==> config.mk <==
export PLATFORM = sky130hd
export DESIGN_NAME = tcw_channel
export DESIGN_NICKNAME = d
export VERILOG_FILES = /design/src/hw/tcw_pkg.sv /design/src/hw/tcw_channel.sv
export SDC_FILE = /design/constraint.sdc
export NUM_CORES = 1
export LEC_CHECK = 0
export ABC_CLOCK_PERIOD_IN_PS = 5530
export BUFFER_PORTS_ARGS = -buffer_cell sky130_fd_sc_hd__buf_2
export CAP_MARGIN = 20
export CORE_ASPECT_RATIO = 2
export CORE_MARGIN = 4
export CORE_UTILIZATION = 35
export CTS_CLUSTER_DIAMETER = 80
export CTS_CLUSTER_SIZE = 30
export DETAILED_ROUTE_END_ITERATION = 10
export SYNTH_ARGS = -nofsm -noshare
export SYNTH_HDL_FRONTEND = slang
export SYNTH_SLANG_ARGS = --single-unit
==> constraint.sdc <==
create_clock -name aclk -period 5.53 [get_ports aclk]
set_input_delay 0.2765 -clock aclk [delete_from_list [all_inputs] [get_ports aclk]]
set_output_delay 0.2765 -clock aclk [all_outputs]
set_load 0.1 [all_outputs]
==> src/hw/tcw_pkg.sv <==
// tcw_pkg: constants, register map and carrier types for one timer
// channel in waveform mode; assumes a 32-bit AXI4-Lite register bus.
package tcw_pkg;

  // clock and prescaler
  localparam int MCK_PERIOD_NS = 40;
  localparam int PRESC_W = 10;
  localparam logic [3:0] DIV2_BIT = 4'h0;
  localparam logic [3:0] DIV8_BIT = 4'h2;
  localparam logic [3:0] DIV32_BIT = 4'h4;
  localparam logic [3:0] DIV128_BIT = 4'h6;
  localparam logic [3:0] DIV1024_BIT = 4'h9;

  // register byte offsets
  localparam logic [7:0] OFS_MODE = 8'h00;
  localparam logic [7:0] OFS_CTRL = 8'h04;
  localparam logic [7:0] OFS_COUNT = 8'h08;
  localparam logic [7:0] OFS_CMPA = 8'h0C;
  localparam logic [7:0] OFS_CMPB = 8'h10;
  localparam logic [7:0] OFS_CMPC = 8'h14;
  localparam logic [7:0] OFS_STAT = 8'h18;

  // mode register fields
  localparam int F_CLKSEL = 0;
  localparam int F_INV = 3;
  localparam int F_GATE = 4;
  localparam int F_STOPC = 6;
  localparam int F_DISC = 7;
  localparam int F_EDGE = 8;
  localparam int F_SRC = 10;
  localparam int F_ETRG = 12;
  localparam int F_CTRG = 14;
  localparam int F_WAVE = 15;
  localparam int F_OUT_A_ON_COMPARE_A = 16;
  localparam int F_OUT_A_ON_COMPARE_C = 18;
  localparam int F_AEVT = 20;
  localparam int F_ASW = 22;
  localparam int F_OUT_B_ON_COMPARE_B = 24;
  localparam int F_OUT_B_ON_COMPARE_C = 26;
  localparam int F_BEVT = 28;
  localparam int F_BSW = 30;

  // control (command) register fields
  localparam int F_CLKEN = 0;
  localparam int F_CLKDIS = 1;
  localparam int F_SWTRG = 2;

  // status register fields
  localparam int F_CLKSTA = 16;
  localparam int F_MIRA = 17;
  localparam int F_MIRB = 18;

  // reset values
  localparam logic [31:0] RST_MODE = 32'h0000_0000;
  localparam logic [15:0] RST_CMP = 16'h0000;

  // bus answers
  localparam logic [1:0] RESP_OKAY = 2'h0;
  localparam logic [1:0] RESP_SLVERR = 2'h2;

  // output effect codes
  localparam logic [1:0] EFF_SET = 2'h1;
  localparam logic [1:0] EFF_CLR = 2'h2;
  localparam logic [1:0] EFF_TGL = 2'h3;

  typedef struct packed {
    logic [7:0] awaddr;
    logic awvalid;
    logic [31:0] wdata;
    logic [3:0] wstrb;
    logic wvalid;
    logic bready;
    logic [7:0] araddr;
    logic arvalid;
    logic rready;
  } tcw_axi_req_t;

  typedef struct packed {
    logic awready;
    logic wready;
    logic [1:0] bresp;
    logic bvalid;
    logic arready;
    logic [31:0] rdata;
    logic [1:0] rresp;
    logic rvalid;
  } tcw_axi_rsp_t;

endpackage

==> src/hw/tcw_channel.sv <==
// tcw_channel: one 16-bit timer channel driving two waveform pins,
// with its registers on AXI4-Lite. Assumes ext clock lines and the
// wave_out_b pin arrive asynchronously and are resynchronised here.
//
// Our own choices: register access over AXI4-Lite and the placing of the registers.
`timescale 1ns/1ns
`default_nettype none

module tcw_channel (
  // clock, reset, enable
  input wire logic aclk,
  input wire logic aresetn,
  input wire logic ce,
  // register bus
  input wire tcw_pkg::tcw_axi_req_t axi_req,
  output tcw_pkg::tcw_axi_rsp_t axi_rsp,
  // external clock lines 0..2
  input wire logic [2:0] ext_clock_line,
  // waveform pins
  output logic wave_out_a,
  output logic wave_out_a_oe,
  input wire logic wave_out_b_in,
  output logic wave_out_b,
  output logic wave_out_b_oe
);
  import tcw_pkg::*;

  typedef struct packed {
    logic [3:0] s1;
    logic [3:0] s2;
    logic [3:0] s3;
    logic [3:0] stable;
    logic ev_prev;
    logic [PRESC_W-1:0] presc;
    logic clk_prev;
    logic [15:0] cnt;
    logic stepped;
    logic clk_on;
    logic clk_run;
    logic [31:0] mode;
    logic [15:0] ra;
    logic [15:0] rb;
    logic [15:0] rc;
    logic out_a;
    logic out_b;
    logic aw_ok;
    logic [7:0] aw_addr;
    logic w_ok;
    logic [31:0] wdata;
    logic [3:0] wstrb;
    logic bvalid;
    logic [1:0] bresp;
    logic rvalid;
    logic [31:0] rdata;
    logic [1:0] rresp;
  } tcw_state_t;

  localparam tcw_state_t ST_RST = '{
    mode: RST_MODE, ra: RST_CMP, rb: RST_CMP, rc: RST_CMP,
    clk_run: 1'b1, default: '0};

  tcw_state_t st;
  tcw_state_t next_st;

  // apply one effect code to an output level
  function automatic logic apply_eff(input logic v, input logic [1:0] c);
    logic r;
    r = v;
    case (c)
      EFF_SET: r = 1'b1;
      EFF_CLR: r = 1'b0;
      EFF_TGL: r = ~v;
      default: r = v;
    endcase
    return r;
  endfunction

  // merge write data under byte strobes
  function automatic logic [31:0] merge(input logic [31:0] old,
      input logic [31:0] nw, input logic [3:0] strb);
    logic [31:0] r;
    r = old;
    for (int i = 0; i < 4; i++) begin
      if (strb[i]) begin
        r[i*8 +: 8] = nw[i*8 +: 8];
      end
    end
    return r;
  endfunction

  logic wave;
  logic [2:0] clk_sel;
  logic src_pin;

  assign wave = st.mode[F_WAVE];
  assign clk_sel = st.mode[F_CLKSEL +: 3];
  assign src_pin = (st.mode[F_SRC +: 2] == 2'h0);

  ////////////////////////////////////////////////////////////////////
  // bus handshake outputs, stalled while frozen
  assign axi_rsp.awready = ce && !st.aw_ok && !st.bvalid;
  assign axi_rsp.wready = ce && !st.w_ok && !st.bvalid;
  assign axi_rsp.arready = ce && !st.rvalid;
  assign axi_rsp.bvalid = st.bvalid;
  assign axi_rsp.bresp = st.bresp;
  assign axi_rsp.rvalid = st.rvalid;
  assign axi_rsp.rdata = st.rdata;
  assign axi_rsp.rresp = st.rresp;

  // pins: drive only in waveform mode
  // waveform mode drive
  assign wave_out_a = st.out_a;
  assign wave_out_a_oe = wave;
  assign wave_out_b = st.out_b;
  assign wave_out_b_oe = wave && !src_pin;

  ////////////////////////////////////////////////////////////////////
  // next-state logic
  always_comb begin
    logic lvl;
    logic tick;
    logic ev_sig;
    logic evt;
    logic ma;
    logic mb;
    logic mc;
    logic wr_fire;
    logic [7:0] wa;
    logic [31:0] wd;
    logic sw_trg;
    logic c_en;
    logic c_dis;
    logic trig;
    logic [1:0] ef;
    lvl = 1'b0;
    ev_sig = 1'b0;
    ef = 2'h0;
    tick = 1'b0;
    evt = 1'b0;
    ma = 1'b0;
    mb = 1'b0;
    mc = 1'b0;
    wr_fire = 1'b0;
    wa = 8'h00;
    wd = 32'h0000_0000;
    sw_trg = 1'b0;
    c_en = 1'b0;
    c_dis = 1'b0;
    trig = 1'b0;
    next_st = st;

    // three-stage resync; a change counts once stages two and three agree
    next_st.s1 = {wave_out_b_in, ext_clock_line};
    next_st.s2 = st.s1;
    next_st.s3 = st.s2;
    for (int i = 0; i < 4; i++) begin
      if (st.s2[i] == st.s3[i]) begin
        next_st.stable[i] = st.s3[i];
      end
    end

    // free-running prescaler
    next_st.presc = st.presc + 1'b1;

    case (clk_sel)
      3'h0: lvl = st.presc[DIV2_BIT];
      3'h1: lvl = st.presc[DIV8_BIT];
      3'h2: lvl = st.presc[DIV32_BIT];
      3'h3: lvl = st.presc[DIV128_BIT];
      3'h4: lvl = st.presc[DIV1024_BIT];
      3'h5: lvl = st.stable[0];
      3'h6: lvl = st.stable[1];
      3'h7: lvl = st.stable[2];
      default: lvl = 1'b0;
    endcase
    if (st.mode[F_GATE +: 2] != 2'h0) begin
      lvl = lvl & st.stable[st.mode[F_GATE +: 2] - 2'h1];
    end
    lvl = lvl ^ st.mode[F_INV];
    next_st.clk_prev = lvl;
    tick = lvl && !st.clk_prev;

    case (st.mode[F_SRC +: 2])
      2'h0: ev_sig = st.stable[3];
      2'h1: ev_sig = st.stable[0];
      2'h2: ev_sig = st.stable[1];
      default: ev_sig = st.stable[2];
    endcase
    next_st.ev_prev = ev_sig;
    case (st.mode[F_EDGE +: 2])
      2'h1: evt = ev_sig && !st.ev_prev;
      2'h2: evt = !ev_sig && st.ev_prev;
      2'h3: evt = ev_sig != st.ev_prev;
      default: evt = 1'b0;
    endcase

    // compare matches when the count has just stepped onto a value
    ma = st.stepped && (st.cnt == st.ra);
    mb = st.stepped && (st.cnt == st.rb);
    mc = st.stepped && (st.cnt == st.rc);

    // bus write channels
    if (axi_req.awvalid && axi_rsp.awready) begin
      next_st.aw_ok = 1'b1;
      next_st.aw_addr = axi_req.awaddr;
    end
    if (axi_req.wvalid && axi_rsp.wready) begin
      next_st.w_ok = 1'b1;
      next_st.wdata = axi_req.wdata;
      next_st.wstrb = axi_req.wstrb;
    end
    if (st.bvalid && axi_req.bready) begin
      next_st.bvalid = 1'b0;
    end
    wr_fire = st.aw_ok && st.w_ok && !st.bvalid;
    wa = {st.aw_addr[7:2], 2'h0};
    wd = st.wdata;
    sw_trg = 1'b0;
    c_en = 1'b0;
    c_dis = 1'b0;
    if (wr_fire) begin
      next_st.aw_ok = 1'b0;
      next_st.w_ok = 1'b0;
      next_st.bvalid = 1'b1;
      next_st.bresp = RESP_OKAY;
      case (wa)
        OFS_MODE: next_st.mode = merge(st.mode, wd, st.wstrb);
        OFS_CTRL: begin
          if (st.wstrb[0]) begin
            c_en = wd[F_CLKEN];
            c_dis = wd[F_CLKDIS];
            sw_trg = wd[F_SWTRG];
          end
        end
        OFS_COUNT: next_st.bresp = RESP_OKAY;
        OFS_CMPA: begin
          if (wave) begin
            next_st.ra = 16'(merge({16'h0000, st.ra}, wd, st.wstrb));
          end
        end
        OFS_CMPB: begin
          if (wave) begin
            next_st.rb = 16'(merge({16'h0000, st.rb}, wd, st.wstrb));
          end
        end
        OFS_CMPC: next_st.rc = 16'(merge({16'h0000, st.rc}, wd, st.wstrb));
        OFS_STAT: next_st.bresp = RESP_OKAY;
        default: next_st.bresp = RESP_SLVERR;
      endcase
    end

    trig = sw_trg || (evt && st.mode[F_ETRG])
      || (mc && st.mode[F_CTRG]);

    // clock enable state: disable beats enable
    if (c_en && !c_dis) begin
      next_st.clk_on = 1'b1;
    end
    if (c_dis) begin
      next_st.clk_on = 1'b0;
    end
    if (mc && st.mode[F_DISC]) begin
      next_st.clk_on = 1'b0;
    end
    if (mc && st.mode[F_STOPC]) begin
      next_st.clk_run = 1'b0;
    end
    if (trig) begin
      next_st.clk_run = 1'b1;
    end

    // counter
    next_st.stepped = 1'b0;
    if (trig) begin
      next_st.cnt = 16'h0000;
    end else if (st.clk_on && st.clk_run && tick) begin
      next_st.cnt = st.cnt + 16'h0001;
      next_st.stepped = 1'b1;
    end

    // waveform effects, later events take priority
    if (wave) begin
      if (ma) begin
        next_st.out_a = apply_eff(next_st.out_a, st.mode[F_OUT_A_ON_COMPARE_A +: 2]);
      end
      if (mc) begin
        next_st.out_a = apply_eff(next_st.out_a, st.mode[F_OUT_A_ON_COMPARE_C +: 2]);
      end
      if (evt) begin
        next_st.out_a = apply_eff(next_st.out_a, st.mode[F_AEVT +: 2]);
      end
      if (sw_trg) begin
        next_st.out_a = apply_eff(next_st.out_a, st.mode[F_ASW +: 2]);
      end
      if (!src_pin) begin
        ef = mb ? st.mode[F_OUT_B_ON_COMPARE_B +: 2] : 2'h0;
        next_st.out_b = apply_eff(next_st.out_b, ef);
        ef = mc ? st.mode[F_OUT_B_ON_COMPARE_C +: 2] : 2'h0;
        next_st.out_b = apply_eff(next_st.out_b, ef);
        ef = evt ? st.mode[F_BEVT +: 2] : 2'h0;
        next_st.out_b = apply_eff(next_st.out_b, ef);
        ef = sw_trg ? st.mode[F_BSW +: 2] : 2'h0;
        next_st.out_b = apply_eff(next_st.out_b, ef);
      end
    end

    // bus read channel
    if (st.rvalid && axi_req.rready) begin
      next_st.rvalid = 1'b0;
    end
    if (axi_req.arvalid && axi_rsp.arready) begin
      next_st.rvalid = 1'b1;
      next_st.rresp = RESP_OKAY;
      next_st.rdata = 32'h0000_0000;
      case ({axi_req.araddr[7:2], 2'h0})
        OFS_MODE: next_st.rdata = st.mode;
        OFS_CTRL: next_st.rdata = 32'h0000_0000;
        OFS_COUNT: next_st.rdata = {16'h0000, st.cnt};
        OFS_CMPA: next_st.rdata = {16'h0000, st.ra};
        OFS_CMPB: next_st.rdata = {16'h0000, st.rb};
        OFS_CMPC: next_st.rdata = {16'h0000, st.rc};
        OFS_STAT: begin
          next_st.rdata[F_CLKSTA] = st.clk_on;
          next_st.rdata[F_MIRA] = st.out_a;
          next_st.rdata[F_MIRB] = src_pin ? st.stable[3] : st.out_b;
        end
        default: next_st.rresp = RESP_SLVERR;
      endcase
    end
  end

  ////////////////////////////////////////////////////////////////////
  // state register, frozen while ce is low
  always_ff @(posedge aclk) begin
    if (!aresetn) begin
      st <= ST_RST;
    end else if (ce) begin
      st <= next_st;
    end
  end

endmodule

`default_nettype wire

**Word level (Yosys, flattened, before mapping)**

Index checks and enable logic that the tools add are counted.

- Add/subtract/negate cells: 3
- Magnitude comparators: 1
- Equal/unequal tests: 56
- Mux-type cells: 62
- Bitwise gates (word level): 11
- Reductions and logical operators: 78

Operators by type and width:

| operator | count |
|---|---|
| one-hot mux 16 bit (5 select lines) | 1 |
| equality test 16 bit | 3 |
| equality test 2 bit, second input constant | 19 |
| 2-to-1 mux 37 bit | 1 |
| equality test 6 x 3 -> 1 bit, second input constant | 6 |
| 2-to-1 mux 1 bit | 35 |
| 2-to-1 mux 35 bit | 1 |
| AND reduction 2 bit | 16 |
| one-hot mux 1 bit (3 select lines) | 10 |
| logical AND 1 bit | 26 |
| equality test 6 x 2 -> 1 bit, second input constant | 4 |
| AND reduction 4 bit | 6 |
| equality test 2 x 1 -> 1 bit, second input constant | 10 |
| AND reduction 5 bit | 4 |
| 2-to-1 mux 17 bit | 1 |
| adder 16 x 1 -> 16 bit, second input constant | 1 |
| 2-to-1 mux 16 bit | 1 |
| nonzero test 2 bit | 7 |
| OR reduction 7 bit | 2 |
| 2-to-1 mux 13 bit | 1 |
| equality test 3 bit, second input constant | 4 |
| equality test 6 x 1 -> 1 bit, second input constant | 2 |
| logical NOT 6 bit | 2 |
| 2-to-1 mux 2 bit | 6 |
| other kinds (21) | 42 |

- Register bits: 213
- Input port bits: 64
- Output and inout bits: 45
- Logic and storage cells: 247

**Logic depth before layout (Yosys ltp)**

Gate-level depths: netlist of run 1.

- Depth after elaboration: 17
- Mapped depth: 12
- Depth with buffers taken out: 11

**Worst setup path after synthesis of run 1**

Ideal clock, no wire load.

- Kind: flip-flop to flip-flop
- Start: register st (netlist bit axi_rsp[36])
- End: register st[41] in the netlist's numbering
- Setup time: 0.070 ns
- Arrival time: 2.797 ns
- Data required time: 5.460 ns
- Path slack: 2.663 ns
- Stages on the path, launching flop included: 8
- Buffers on the path: 2
- Clock period less this slack: 2.867 ns
- Cells stage by stage: dfxtp_1 nand2b_1 nor2_1 and2_1 clkbuf_1 clkbuf_1 nand2_1 a21oi_1

RTL lines:

| element | RTL line | RTL |
|---|---|---|
| start: declaration | tcw_channel.sv:62 | `tcw_state_t st;` |
| start signal: assignment | tcw_channel.sv:338 | `st <= next_st;` |

==> impl_results.md, run 1 <==
* Overall die area at 30300 µm²
* Initial detailed-routing violation count at 608
* CTS root buffer: clkbuf_16
* Maximum vdd drop at 0.000189 V
* Setup bufs post-CTS at 0
* Main flop type after synthesis: dfxtp_1
* RSZ-0062 raised after global routing: no
* Flops & latches, synth at 209
* Number of diodes added for antenna fixing at 0
* Result of the run: complete, no violations
* Per-cell via count in the routed design at 5.42
* Number of levels the H-tree was split into at 1
* Clock insertion delay at the later pin of the skew report at 480 ps
* Count of yosys warnings during synthesis at 0
* Total number of placement rows at 85
* Horiz. Die Dim at 125 µm
* CTS Sinks at 209
* Total count of hold-check failures in the final report at 0
* Required @ worst endpoint at 5960 ps
* Final Net Count at 1256
* Hold-fix buffers at CTS at 0
* Share of the clock period used by the worst path after layout at 0.600
* Synthesized area at 9600 µm²
* Final Critical Period at 3320 ps
* Reported max-cap violation count at 0
* Hpwl dp at 21300 µm
* CP Max Fanout at 28
* Minimum setup slack in the final design at 2210 ps
* Number of flops mapped to enable cells by yosys at 0
* Register area share after synthesis at 0.436
* Mean post-synth cell area at 8.18 µm²
* Remaining global-route overflow at 0
* Clock-pin slew reported for the worst setup and hold paths after clock tree synthesis at 120 ps
* Pre-CTS setup slack at 2130 ps
* List of most frequent post-synthesis cells: nand2_1, dfxtp_1, a21oi_1
* Endpoint class of the critical path: flop
* Share of synthesized cell area in and, or, nand and nor gates at 0.220
* Number of top-level design ports at 109
* Via count at 8315
* Post-synth top area share at 0.436
* Wire length of the first global-routing pass at 44000 µm
* Arrival time worst endpoint at 3750 ps
* Top achievable clock speed at 0.301 GHz
* Async set or reset register ratio after synthesis at 0
* Vertical die dimension at 242 µm
* Path category of the worst min-delay check: in2reg
* Largest net degree at the start of global routing at 88
* Number of distinct standard cells referenced by the synthesized netlist at 59
* Final setup viols at 0
* Std-Cell Core Area at 27000 µm²
* Cell type contributing the most total cell area after synthesis: dfxtp_1
* Number of clock buffers inserted by TritonCTS at 10
* Via count of the first global-routing pass at 7839
* Post-DRT Antenna Nets at 0
* Adder-cell share of the synthesized area at 0.00652
* LEAKAGE at 0.00388 µW
* Detailed-router iteration count before antenna repair at 7
* WL/cell at 18.6 µm
* Xor/xnor share of the synthesized area at 0.0500
* Complex-gate fraction of the synthesized area at 0.165
* Number of gates given a new drive strength after cts at 0
* Cell area after placement at 10000 µm²
* Crit path kind: reg2reg
* Final wirelength at 28500 µm
* Cell Pwr Density at 256 nW/µm²
* Initial cell density of the core at 0.355
* Antenna violations before repair at 0
* Total routing usage reported by global routing at 0.179
* Finished Cell Area at 10300 µm²
* Gate count after technology mapping at 1173
* Clock tree from TritonCTS: built
* Count leader, synth: nand2_1
* Worst-case clock buffer depth at 3
* Proportion of synthesized area in mux cells at 0.0515
* Main combinational cell family by area after synthesis: simple AND/OR/NAND/NOR gates
* Proportion of layout cells with a drive suffix above 1 at 0.124
* Post-detailed-route DRC marker count at 0
* Total power at 2650 µW
* Number of buffers inserted by port buffering at 102
* Worst slew margin relative to its limit at 0.394
* Setup TNS after final layout at 0 ps
* Final estimated routing congestion in global placement at 0.961
* Final Max Tran Viols at 0
* Top cells by area, synth: dfxtp_1, nand2_1, a21oi_1, mux2i_1, nor2_1
* Signed area change from the synthesized netlist to the final layout at 7.47%
* Nature of the critical path startpoint: flop
* Slew at the pin closest to its max-slew limit at 909 ps
* Post-Route Skew at 24.1 ps
[critical path: stages (launching register included)]
cell and delay (ps):
dfxtp_1 480, mux4_2 590, ha_1 300, nand2b_1 90
a21boi_0 140, or2_2 380, a21oi_1 310, nand4b_1 130
buf_4 250, nor2_1 200, nor4b_1 270, a31o_2 140
[layout make-up]
type	count	area [µm²]
inverters	11	43.8
flip-flops and latches	209	4180
repair buffers	117	623
fillers	2850	16700
clock buffers	12	279
well taps	348	435
multi-input cells	838	4750
[cells in the final DEF (no fill, tap or decap), types with 14 or more instances in the layout]
cell type and count:
xor2_1 19, buf_4 15, a222oi_1 16, dfxtp_1 209, nor2_1 83, a221oi_1 19, nand3_1 56, buf_2 102
xnor2_1 34, nand2_1 227, a21oi_1 151, and2_1 14, mux2i_1 37, o21ai_0 41
[flip-flops by register name (all words and copies together) (netlist names)]
| register | cells |
|---|---|
| next_st | 8 |
| wave_out_b | 1 |
| wave_out_a_oe | 1 |
| wave_out_a | 1 |
| axi_rsp | 36 |
| clk_sel | 3 |
| st | 159 |
[metal layers]
metal | share of wire | global-route usage | wire [µm] | vias to the layer above
met2 | 0.53 | 0.341 | 15300 | 245
met3 | 0.041 | 0.0188 | 1180 | 57
met4 | 0.048 | 0.0814 | 1380 | 0
li1 | - | - | - | 4059
met1 | 0.38 | 0.196 | 10700 | 3954
met5 | 0 | 0 | 0 | -
[path summary, 6_finish.rpt]
path                            start                        to  slack [ps]  depth (start not counted)
max reg2reg      st[145]$_SDFFE_PN0P_      st[183]$_SDFFE_PN0P_        2210                         11
min                       axi_req[28]       st[54]$_SDFFE_PN0P_          30                          3
min reg2reg  axi_rsp[32]$_SDFFE_PN0P_  axi_rsp[32]$_SDFFE_PN0P_         460                          2
max              st[145]$_SDFFE_PN0P_      st[183]$_SDFFE_PN0P_        2210                         11
[per-stage QoR]
step	hold slack [ps]	instances	util
finish	33.0	1535	0.382
global placement	440	1523	0.372
detailed placement	446	1523	0.372
global route	31.5	1535	0.382
CTS	25.7	1535	0.382
floorplan	412	1174	-
[kinds of logic after synthesis]
kind of cell | count (synthesis)
and+or+nand+nor | 466
buffers and inverters | 127
xor gates and xnor gates | 54
adders and majority gates | 5
AOI/OAI and AO/OA | 267
DFF | 209
other | 1
muxes | 44
[power breakdown]
part,internal (µW),switching (µW)
Sequential,1540,32.5
Combinational,58.6,187
Clock,362,470
Power figures use the tool's default switching activity.
==> run 2, diff against run 1 <==
--- a/config.mk
+++ b/config.mk
@@ -5,7 +5,8 @@
 export SDC_FILE = /design/constraint.sdc
 export NUM_CORES = 1
 export LEC_CHECK = 0
-export ABC_CLOCK_PERIOD_IN_PS = 5530
+export ABC_AREA = 1
+export ABC_CLOCK_PERIOD_IN_PS = 3060
 export BUFFER_PORTS_ARGS = -buffer_cell sky130_fd_sc_hd__buf_2
 export CAP_MARGIN = 20
 export CORE_ASPECT_RATIO = 2
==> constraint.sdc (replaced) <==
create_clock -name aclk -period 3.06 [get_ports aclk]
set_input_delay 0.153 -clock aclk [delete_from_list [all_inputs] [get_ports aclk]]
set_output_delay 0.153 -clock aclk [all_outputs]
set_load 0.1 [all_outputs]
==> run 2 against run 1 <==
Hold slack worse by 30 ps. Non-clock buffer count grew 46. Clock skew down 1.1 ps. Combinational power grew to 2.7 times the previous value. Final cell count rose by 21%. Sequential cell count stayed put. Fmax up 20%. Clock-buffer cell count unchanged.
==> impl_results.md, run 2 <==
* Result of the run: complete, no violations
* Post-Layout Cell Count at 1851
* Main combinational cell family by area after synthesis: compound AO/OA/AOI/OAI gates
* Total number of placement rows at 87
* Fill cells at 2972
* Flops & latches, synth at 209
* WL/cell at 17.1 µm
* Main flop type after synthesis: dfxtp_1
* Adder-cell share of the synthesized area at 0.00624
* Wire length of the first global-routing pass at 49500 µm
* Switching power total at 1410 µW
* Number of levels the H-tree was split into at 1
* Required @ worst endpoint at 3470 ps
* Cell type contributing the most total cell area after synthesis: dfxtp_1
* Finished Cell Area at 11200 µm²
* Chain of cells forming the critical path: nor2_1 -> inv_1 -> nor2_1 -> inv_1 -> a32oi_1 -> inv_1 -> ha_1 -> a21oi_1 -> o21ai_0 -> nand2_1 -> inv_1 -> nand2_1 -> o211ai_4 -> nor2_4 -> o21ai_0 -> a21oi_1
* Mean post-synth cell area at 7.01 µm²
* Share of synthesized cell area in and, or, nand and nor gates at 0.220
* Number of flops mapped to enable cells by yosys at 0
* Most used cells in the layout excluding fill and tap cells: nand2_1, dfxtp_1, o21ai_0, nor2_1, a21oi_1
* Number of top-level design ports at 109
* Detailed-router iteration count before antenna repair at 5
* Number of diodes added for antenna fixing at 0
* Largest net degree at the start of global routing at 104
* Post-detailed-route DRC marker count at 0
* Async set or reset register ratio after synthesis at 0
* Utilization after layout at 0.398
* Count leader, synth: nand2_1
* Worst path top cell family by delay: simple AND/OR/NAND/NOR gates
* Portion of total power attributed to combinational logic at 0.132
* Switching part of the total power at 0.279
* Combined area of the multi-input logic cells at 4640 µm²
* Signed area change from the synthesized netlist to the final layout at 12.1%
* Worst slew margin relative to its limit at 0.418
* Std-Cell Core Area at 28200 µm²
* Proportion of synthesized area in mux cells at 0
* Number of clock buffers inserted by TritonCTS at 10
* Initial cell density of the core at 0.355
* Relative contribution of sequential cells to total power at 0.568
* LEAKAGE at 0.00457 µW
* Internal cell power at 3630 µW
* Most frequent standard cell in the layout excluding fill and tap cells: nand2_1
* Synthesized area at 10000 µm²
* Antenna violations before repair at 0
* Clock insertion delay at the later pin of the skew report at 480 ps
* Clock group share of total power at 0.300
* Per-cell via count in the routed design at 5.13
* Post-Route Skew at 22.9 ps
* Slowest stage cell on the critical path: nor2_4
* CP Max Fanout at 17
* Number of buffers inserted by port buffering at 102
* Critical Path Most Common Cell: inv_1
* Total count of hold-check failures in the final report at 0
* RSZ-0062 raised after global routing: no
* Reported max-cap violation count at 0
* Nature of the critical path startpoint: flop
* Top cells by area, synth: dfxtp_1, o21ai_0, nand2_1, a21oi_1, nor2_1
* Horiz. Die Dim at 128 µm
* Largest register FFs at 159
* Sequential cell area at 4180 µm²
* Crit path kind: reg2reg
* Post-DRT Antenna Nets at 0
* Slew at the pin closest to its max-slew limit at 872 ps
* Clock-pin slew reported for the worst setup and hold paths after clock tree synthesis at 120 ps
* Via count at 9496
* CTS Sinks at 209
* Worst-case clock buffer depth at 3
* Xor/xnor share of the synthesized area at 0.0121
* Final Max Tran Viols at 0
* Remaining global-route overflow at 0
* Final estimated routing congestion in global placement at 0.947
* Maximum vdd drop at 0.000347 V
* Final setup viols at 0
* Arrival time worst endpoint at 3160 ps
* Vertical die dimension at 247 µm
* Cell Pwr Density at 448 nW/µm²
* Proportion of layout cells with a drive suffix above 1 at 0.109
* Register with the highest flop count: st
* Number of distinct standard cells referenced by the synthesized netlist at 46
* Final wirelength at 31700 µm
* Setup bufs post-CTS at 0
* Hpwl dp at 23700 µm
* Gate count after technology mapping at 1430
* Clock tree from TritonCTS: built
* Initial detailed-routing violation count at 577
* Setup TNS after final layout at 0 ps
* Buffers and inverters on the worst path at 4
* Share of the clock period used by the worst path after layout at 0.901
* Overall die area at 31600 µm²
* Post-synth top area share at 0.418
* Complex-gate fraction of the synthesized area at 0.224
* Final Net Count at 1564
* List of most frequent post-synthesis cells: nand2_1, dfxtp_1, o21ai_0
* Register area share after synthesis at 0.418
* Endpoint class of the critical path: flop
* Top achievable clock speed at 0.363 GHz
* Total routing usage reported by global routing at 0.197
* Delay of the slowest cell on the worst path at 430 ps
* CTS root buffer: clkbuf_16
* Count of yosys warnings during synthesis at 0
* Cell area after placement at 10500 µm²
* Final Critical Period at 2760 ps
* Inst Count DP at 1798
* Via count of the first global-routing pass at 9220
* Path category of the worst min-delay check: in2reg
## run 2: changes by cell type after synthesis, sizes merged, moves of 13 or more
cell / before / now
mux2i: 37 / 0
inv: 11 / 155
and2: 15 / 0
o21ai: 44 / 202
a21oi: 151 / 172
a22oi: 0 / 16
a222oi: 16 / 0
clkbuf: 68 / 51
xnor2: 34 / 5
and3: 15 / 2
nor2: 83 / 177
## run 2: metrics by stage
step | worst slack [ps] | total power (µW) | hold WS [ps]
CTS | 310 | 5080 | 4.87
global route | 21.0 | 5240 | 23.9
detailed placement | 305 | 3550 | 386
global placement | 389 | 3540 | 385
finish | 304 | 5040 | 2.51
floorplan | 64.7 | 3420 | 288
## run 2: area by class of cell
cell class / count / share of cell area
Clock buffer: 12 / 0.0248
Inverter: 156 / 0.0521
Multi-Input combinational cell: 955 / 0.413
Sequential cell: 209 / 0.372
Tap cell: 356 / 0.0396
Timing Repair Buffer: 163 / 0.0978
## run 2: cells by family after synthesis
family	Yosys count
compound gates	417
xor+xnor	13
fa+ha+maj	5
buf+inv	267
flops	209
other cells	1
simple gates	518
## run 2: final timing paths
kind | start | end | slack [ps] | depth (start not counted)
setup / recovery | st[144]$_SDFFE_PN0P_ | st[181]$_SDFFE_PN0P_ | 300 | 16
hold reg to reg | st[70]$_SDFFE_PN0P_ | st[162]$_SDFFE_PN0P_ | 460 | 2
setup reg to reg | st[144]$_SDFFE_PN0P_ | st[181]$_SDFFE_PN0P_ | 300 | 16
hold / removal | axi_req[9] | axi_rsp[2]$_SDFFE_PN0P_ | 3 | 3
## run 2: what timing repair did
item,in CTS,in global routing
endpoints found under the setup margin,0,2
endpoints found under the hold margin,41,0
gates resized for setup,0,0
hold buffers,41,0
## run 2: power groups by stage
stage               clock network, µW  logic, µW  registers, µW
finish                           1510        665           2860
global route                     1650        722           2870
CTS                              1560        668           2860
detailed placement                  0        627           2920
global placement                    0        622           2920
floorplan                           0        515           2900
## run 2: routing by layer
layer | track usage | share of wire | up-vias | wire, µm
met3 | 0.0223 | 0.049 | 84 | 1540
met4 | 0.109 | 0.062 | 0 | 1970
met1 | 0.212 | 0.37 | 4330 | 11700
li1 | - | - | 4799 | -
met2 | 0.368 | 0.52 | 283 | 16500
met5 | 0 | 0 | - | 0
## run 2: tightest hold or removal path, stage by stage
cell and delay (ps):
buf_2 90, nor3_1 50, a31oi_1 160
==> run 3, diff against run 2 <==
--- a/config.mk
+++ b/config.mk
@@ -11,7 +11,7 @@
 export CAP_MARGIN = 20
 export CORE_ASPECT_RATIO = 2
 export CORE_MARGIN = 4
-export CORE_UTILIZATION = 35
+export CORE_UTILIZATION = 40
 export CTS_CLUSTER_DIAMETER = 80
 export CTS_CLUSTER_SIZE = 30
 export DETAILED_ROUTE_END_ITERATION = 10
==> run 3 against run 2 <==
Clock power hardly changed. Clock skew is 3.4 ps higher. Die area is 12% lower. Setup slack better by 180 ps. Fmax is 6.9% higher. Via count is 0.83% higher. Final cell count is 0.92% lower. Power is 0.63% higher. First-iteration DRC count is 3.3% lower. Routed wire length is 0.94% lower. Combinational power is 0.6% higher.
==> impl_results.md, run 3 (synthesis results as in run 2) <==
* Result of the run: complete, no violations
* Post-Route Skew at 26.3 ps
* Critical Path Most Common Cell: inv_1
* Cell area after placement at 10500 µm²
* Clock tree from TritonCTS: built
* Final Critical Period at 2580 ps
* Proportion of layout cells with a drive suffix above 1 at 0.111
* Post-DRT Antenna Nets at 0
* Reported max-cap violation count at 0
* Per-cell via count in the routed design at 5.22
* Post-detailed-route DRC marker count at 0
* Antenna violations before repair at 0
* Largest register FFs at 159
* Worst r2r src: st[145]$_SDFFE_PN0P_
* Number of buffers inserted by port buffering at 102
* CTS Sinks at 209
* Wire length of the first global-routing pass at 49000 µm
* Std-Cell Core Area at 24600 µm²
* Initial detailed-routing violation count at 558
* Final setup viols at 0
* RSZ-0062 raised after global routing: no
* Nature of the critical path startpoint: flop
* Cell Pwr Density at 450 nW/µm²
* Min-Delay Path Depth at 3
* Total number of placement rows at 81
* Most frequent standard cell in the layout excluding fill and tap cells: nand2_1
* Top achievable clock speed at 0.388 GHz
* Combined area of the multi-input logic cells at 4640 µm²
* Logic depth of the worst register-to-register path at 18
* Endpoint class of the critical path: flop
* Overall die area at 27800 µm²
* Register with the highest flop count: st
* Path category of the worst min-delay check: in2reg
* Hpwl dp at 23300 µm
* Finished Cell Area at 11300 µm²
* Delay of the slowest cell on the worst path at 370 ps
* Vertical die dimension at 232 µm
* Via count at 9575
* Sequential cell area at 4180 µm²
* Final Max Tran Viols at 0
* Largest net degree at the start of global routing at 177
* Capture instance of the worst register-to-register path: st[168]$_SDFFE_PN0P_
* Final wirelength at 31400 µm
* Horiz. Die Dim at 120 µm
* Share of the clock period used by the worst path after layout at 0.842
* Via count of the first global-routing pass at 9205
* Fill cells at 2539
* Total count of hold-check failures in the final report at 0
* Number of clock buffers inserted by TritonCTS at 10
* Slowest stage cell on the critical path: dfxtp_1
* LEAKAGE at 0.00460 µW
* Clock-pin slew reported for the worst setup and hold paths after clock tree synthesis at 120 ps
* CP Max Fanout at 14
* Register-to-register setup slack at 480 ps
* Number of top-level design ports at 109
* Number of gates given a new drive strength after cts at 0
* Required @ worst endpoint at 3470 ps
* Most used cells in the layout excluding fill and tap cells: nand2_1, dfxtp_1, o21ai_0, nor2_1, a21oi_1
* Setup TNS after final layout at 0 ps
* Signed area change from the synthesized netlist to the final layout at 12.4%
* CTS root buffer: clkbuf_16
* Initial cell density of the core at 0.407
* Buffers and inverters on the worst path at 6
* Detailed-router iteration count before antenna repair at 6
* Final estimated routing congestion in global placement at 0.962
* Source of the worst hold timing path: axi_req[23]
* Remaining global-route overflow at 0
* End point of the worst hold path: st[49]$_SDFFE_PN0P_
* Number of levels the H-tree was split into at 1
* Worst path top cell family by delay: simple AND/OR/NAND/NOR gates
* Total routing usage reported by global routing at 0.222
* Chain of cells forming the critical path: nor2_1 -> inv_1 -> nor2_1 -> inv_1 -> a32oi_1 -> inv_1 -> ha_1 -> a21oi_1 -> o21ai_0 -> nand2_1 -> inv_1 -> nand2_1 -> o211ai_4 -> nor2_4 -> buf_12 -> buf_4 -> a21oi_1 -> nor2_1
* Clock insertion delay at the later pin of the skew report at 500 ps
* Number of diodes added for antenna fixing at 0
* Worst-case clock buffer depth at 3
* WL/cell at 17.1 µm
* Arrival time worst endpoint at 2990 ps
* Slew at the pin closest to its max-slew limit at 912 ps
* Final Net Count at 1571
* Crit path kind: reg2reg
* Maximum vdd drop at 0.000367 V
* Worst slew margin relative to its limit at 0.392
-- run 3: cell types whose count changed in the layout (fill, tap and decap cells not counted), sizes merged --
| cell | before | now |
|---|---|---|
| buf | 122 | 125 |
| dlygate4sd3 | 41 | 45 |
-- run 3: final cells by class --
| class | instances | area share |
|---|---|---|
| Sequential cell | 209 | 0.371 |
| Tap cell | 332 | 0.0369 |
| Multi-Input combinational cell | 955 | 0.412 |
| Clock buffer | 12 | 0.0248 |
| Timing Repair Buffer | 170 | 0.103 |
| Inverter | 156 | 0.0520 |
-- run 3: worst min-delay path, cell delays in order --
cell and delay, ps:
buf_2 80, o21ai_0 110, a21oi_1 120
-- run 3: worst max path at each step --
stage | depth (start not counted) | from | to
after CTS | 16 | st[144]$_SDFFE_PN0P_ | st[181]$_SDFFE_PN0P_
after global placement | 16 | st[144]$_SDFFE_PN0P_ | st[181]$_SDFFE_PN0P_
after floorplan | 6 | wave_out_a_oe$_SDFFE_PN0P_ | wave_out_b$_SDFFE_PN0P_
after global routing | 18 | st[144]$_SDFFE_PN0P_ | st[168]$_SDFFE_PN0P_
after detailed placement | 16 | st[144]$_SDFFE_PN0P_ | st[181]$_SDFFE_PN0P_
final | 18 | st[145]$_SDFFE_PN0P_ | st[168]$_SDFFE_PN0P_
-- run 3: where the power goes --
group	switching, µW	internal (µW)	leakage, µW
registers	52.4	2810	0.00170
logic	493	176	0.00277
clock network	887	655	0.000137
-- run 3: metal layers --
layer | vias up | GRT usage | part of all wire
li1 | 4819 | - | -
met1 | 4396 | 0.240 | 0.38
met2 | 280 | 0.418 | 0.53
met3 | 80 | 0.0217 | 0.038
met4 | 0 | 0.118 | 0.054
met5 | - | 0 | 0
-- run 3: through the flow --
stage | cells | total power [µW] | hold WS (ps) | setup slack, ps | utilization
after global routing | 1834 | 5250 | 38.7 | 181 | 0.458
after global placement | 1775 | 3540 | 381 | 433 | 0.427
after floorplan | 1431 | 3420 | 288 | 64.7 | -
after detailed placement | 1775 | 3550 | 381 | 347 | 0.427
after CTS | 1832 | 5110 | 3.50 | 317 | 0.456
final | 1834 | 5070 | 21.3 | 483 | 0.458
-- run 3: what timing repair did --
action | in CTS | in global routing
hold buffers | 45 | 0
setup buffers | 0 | 2
hold endpoints to repair | 44 | 0
endpoints found under the setup margin | 0 | 2
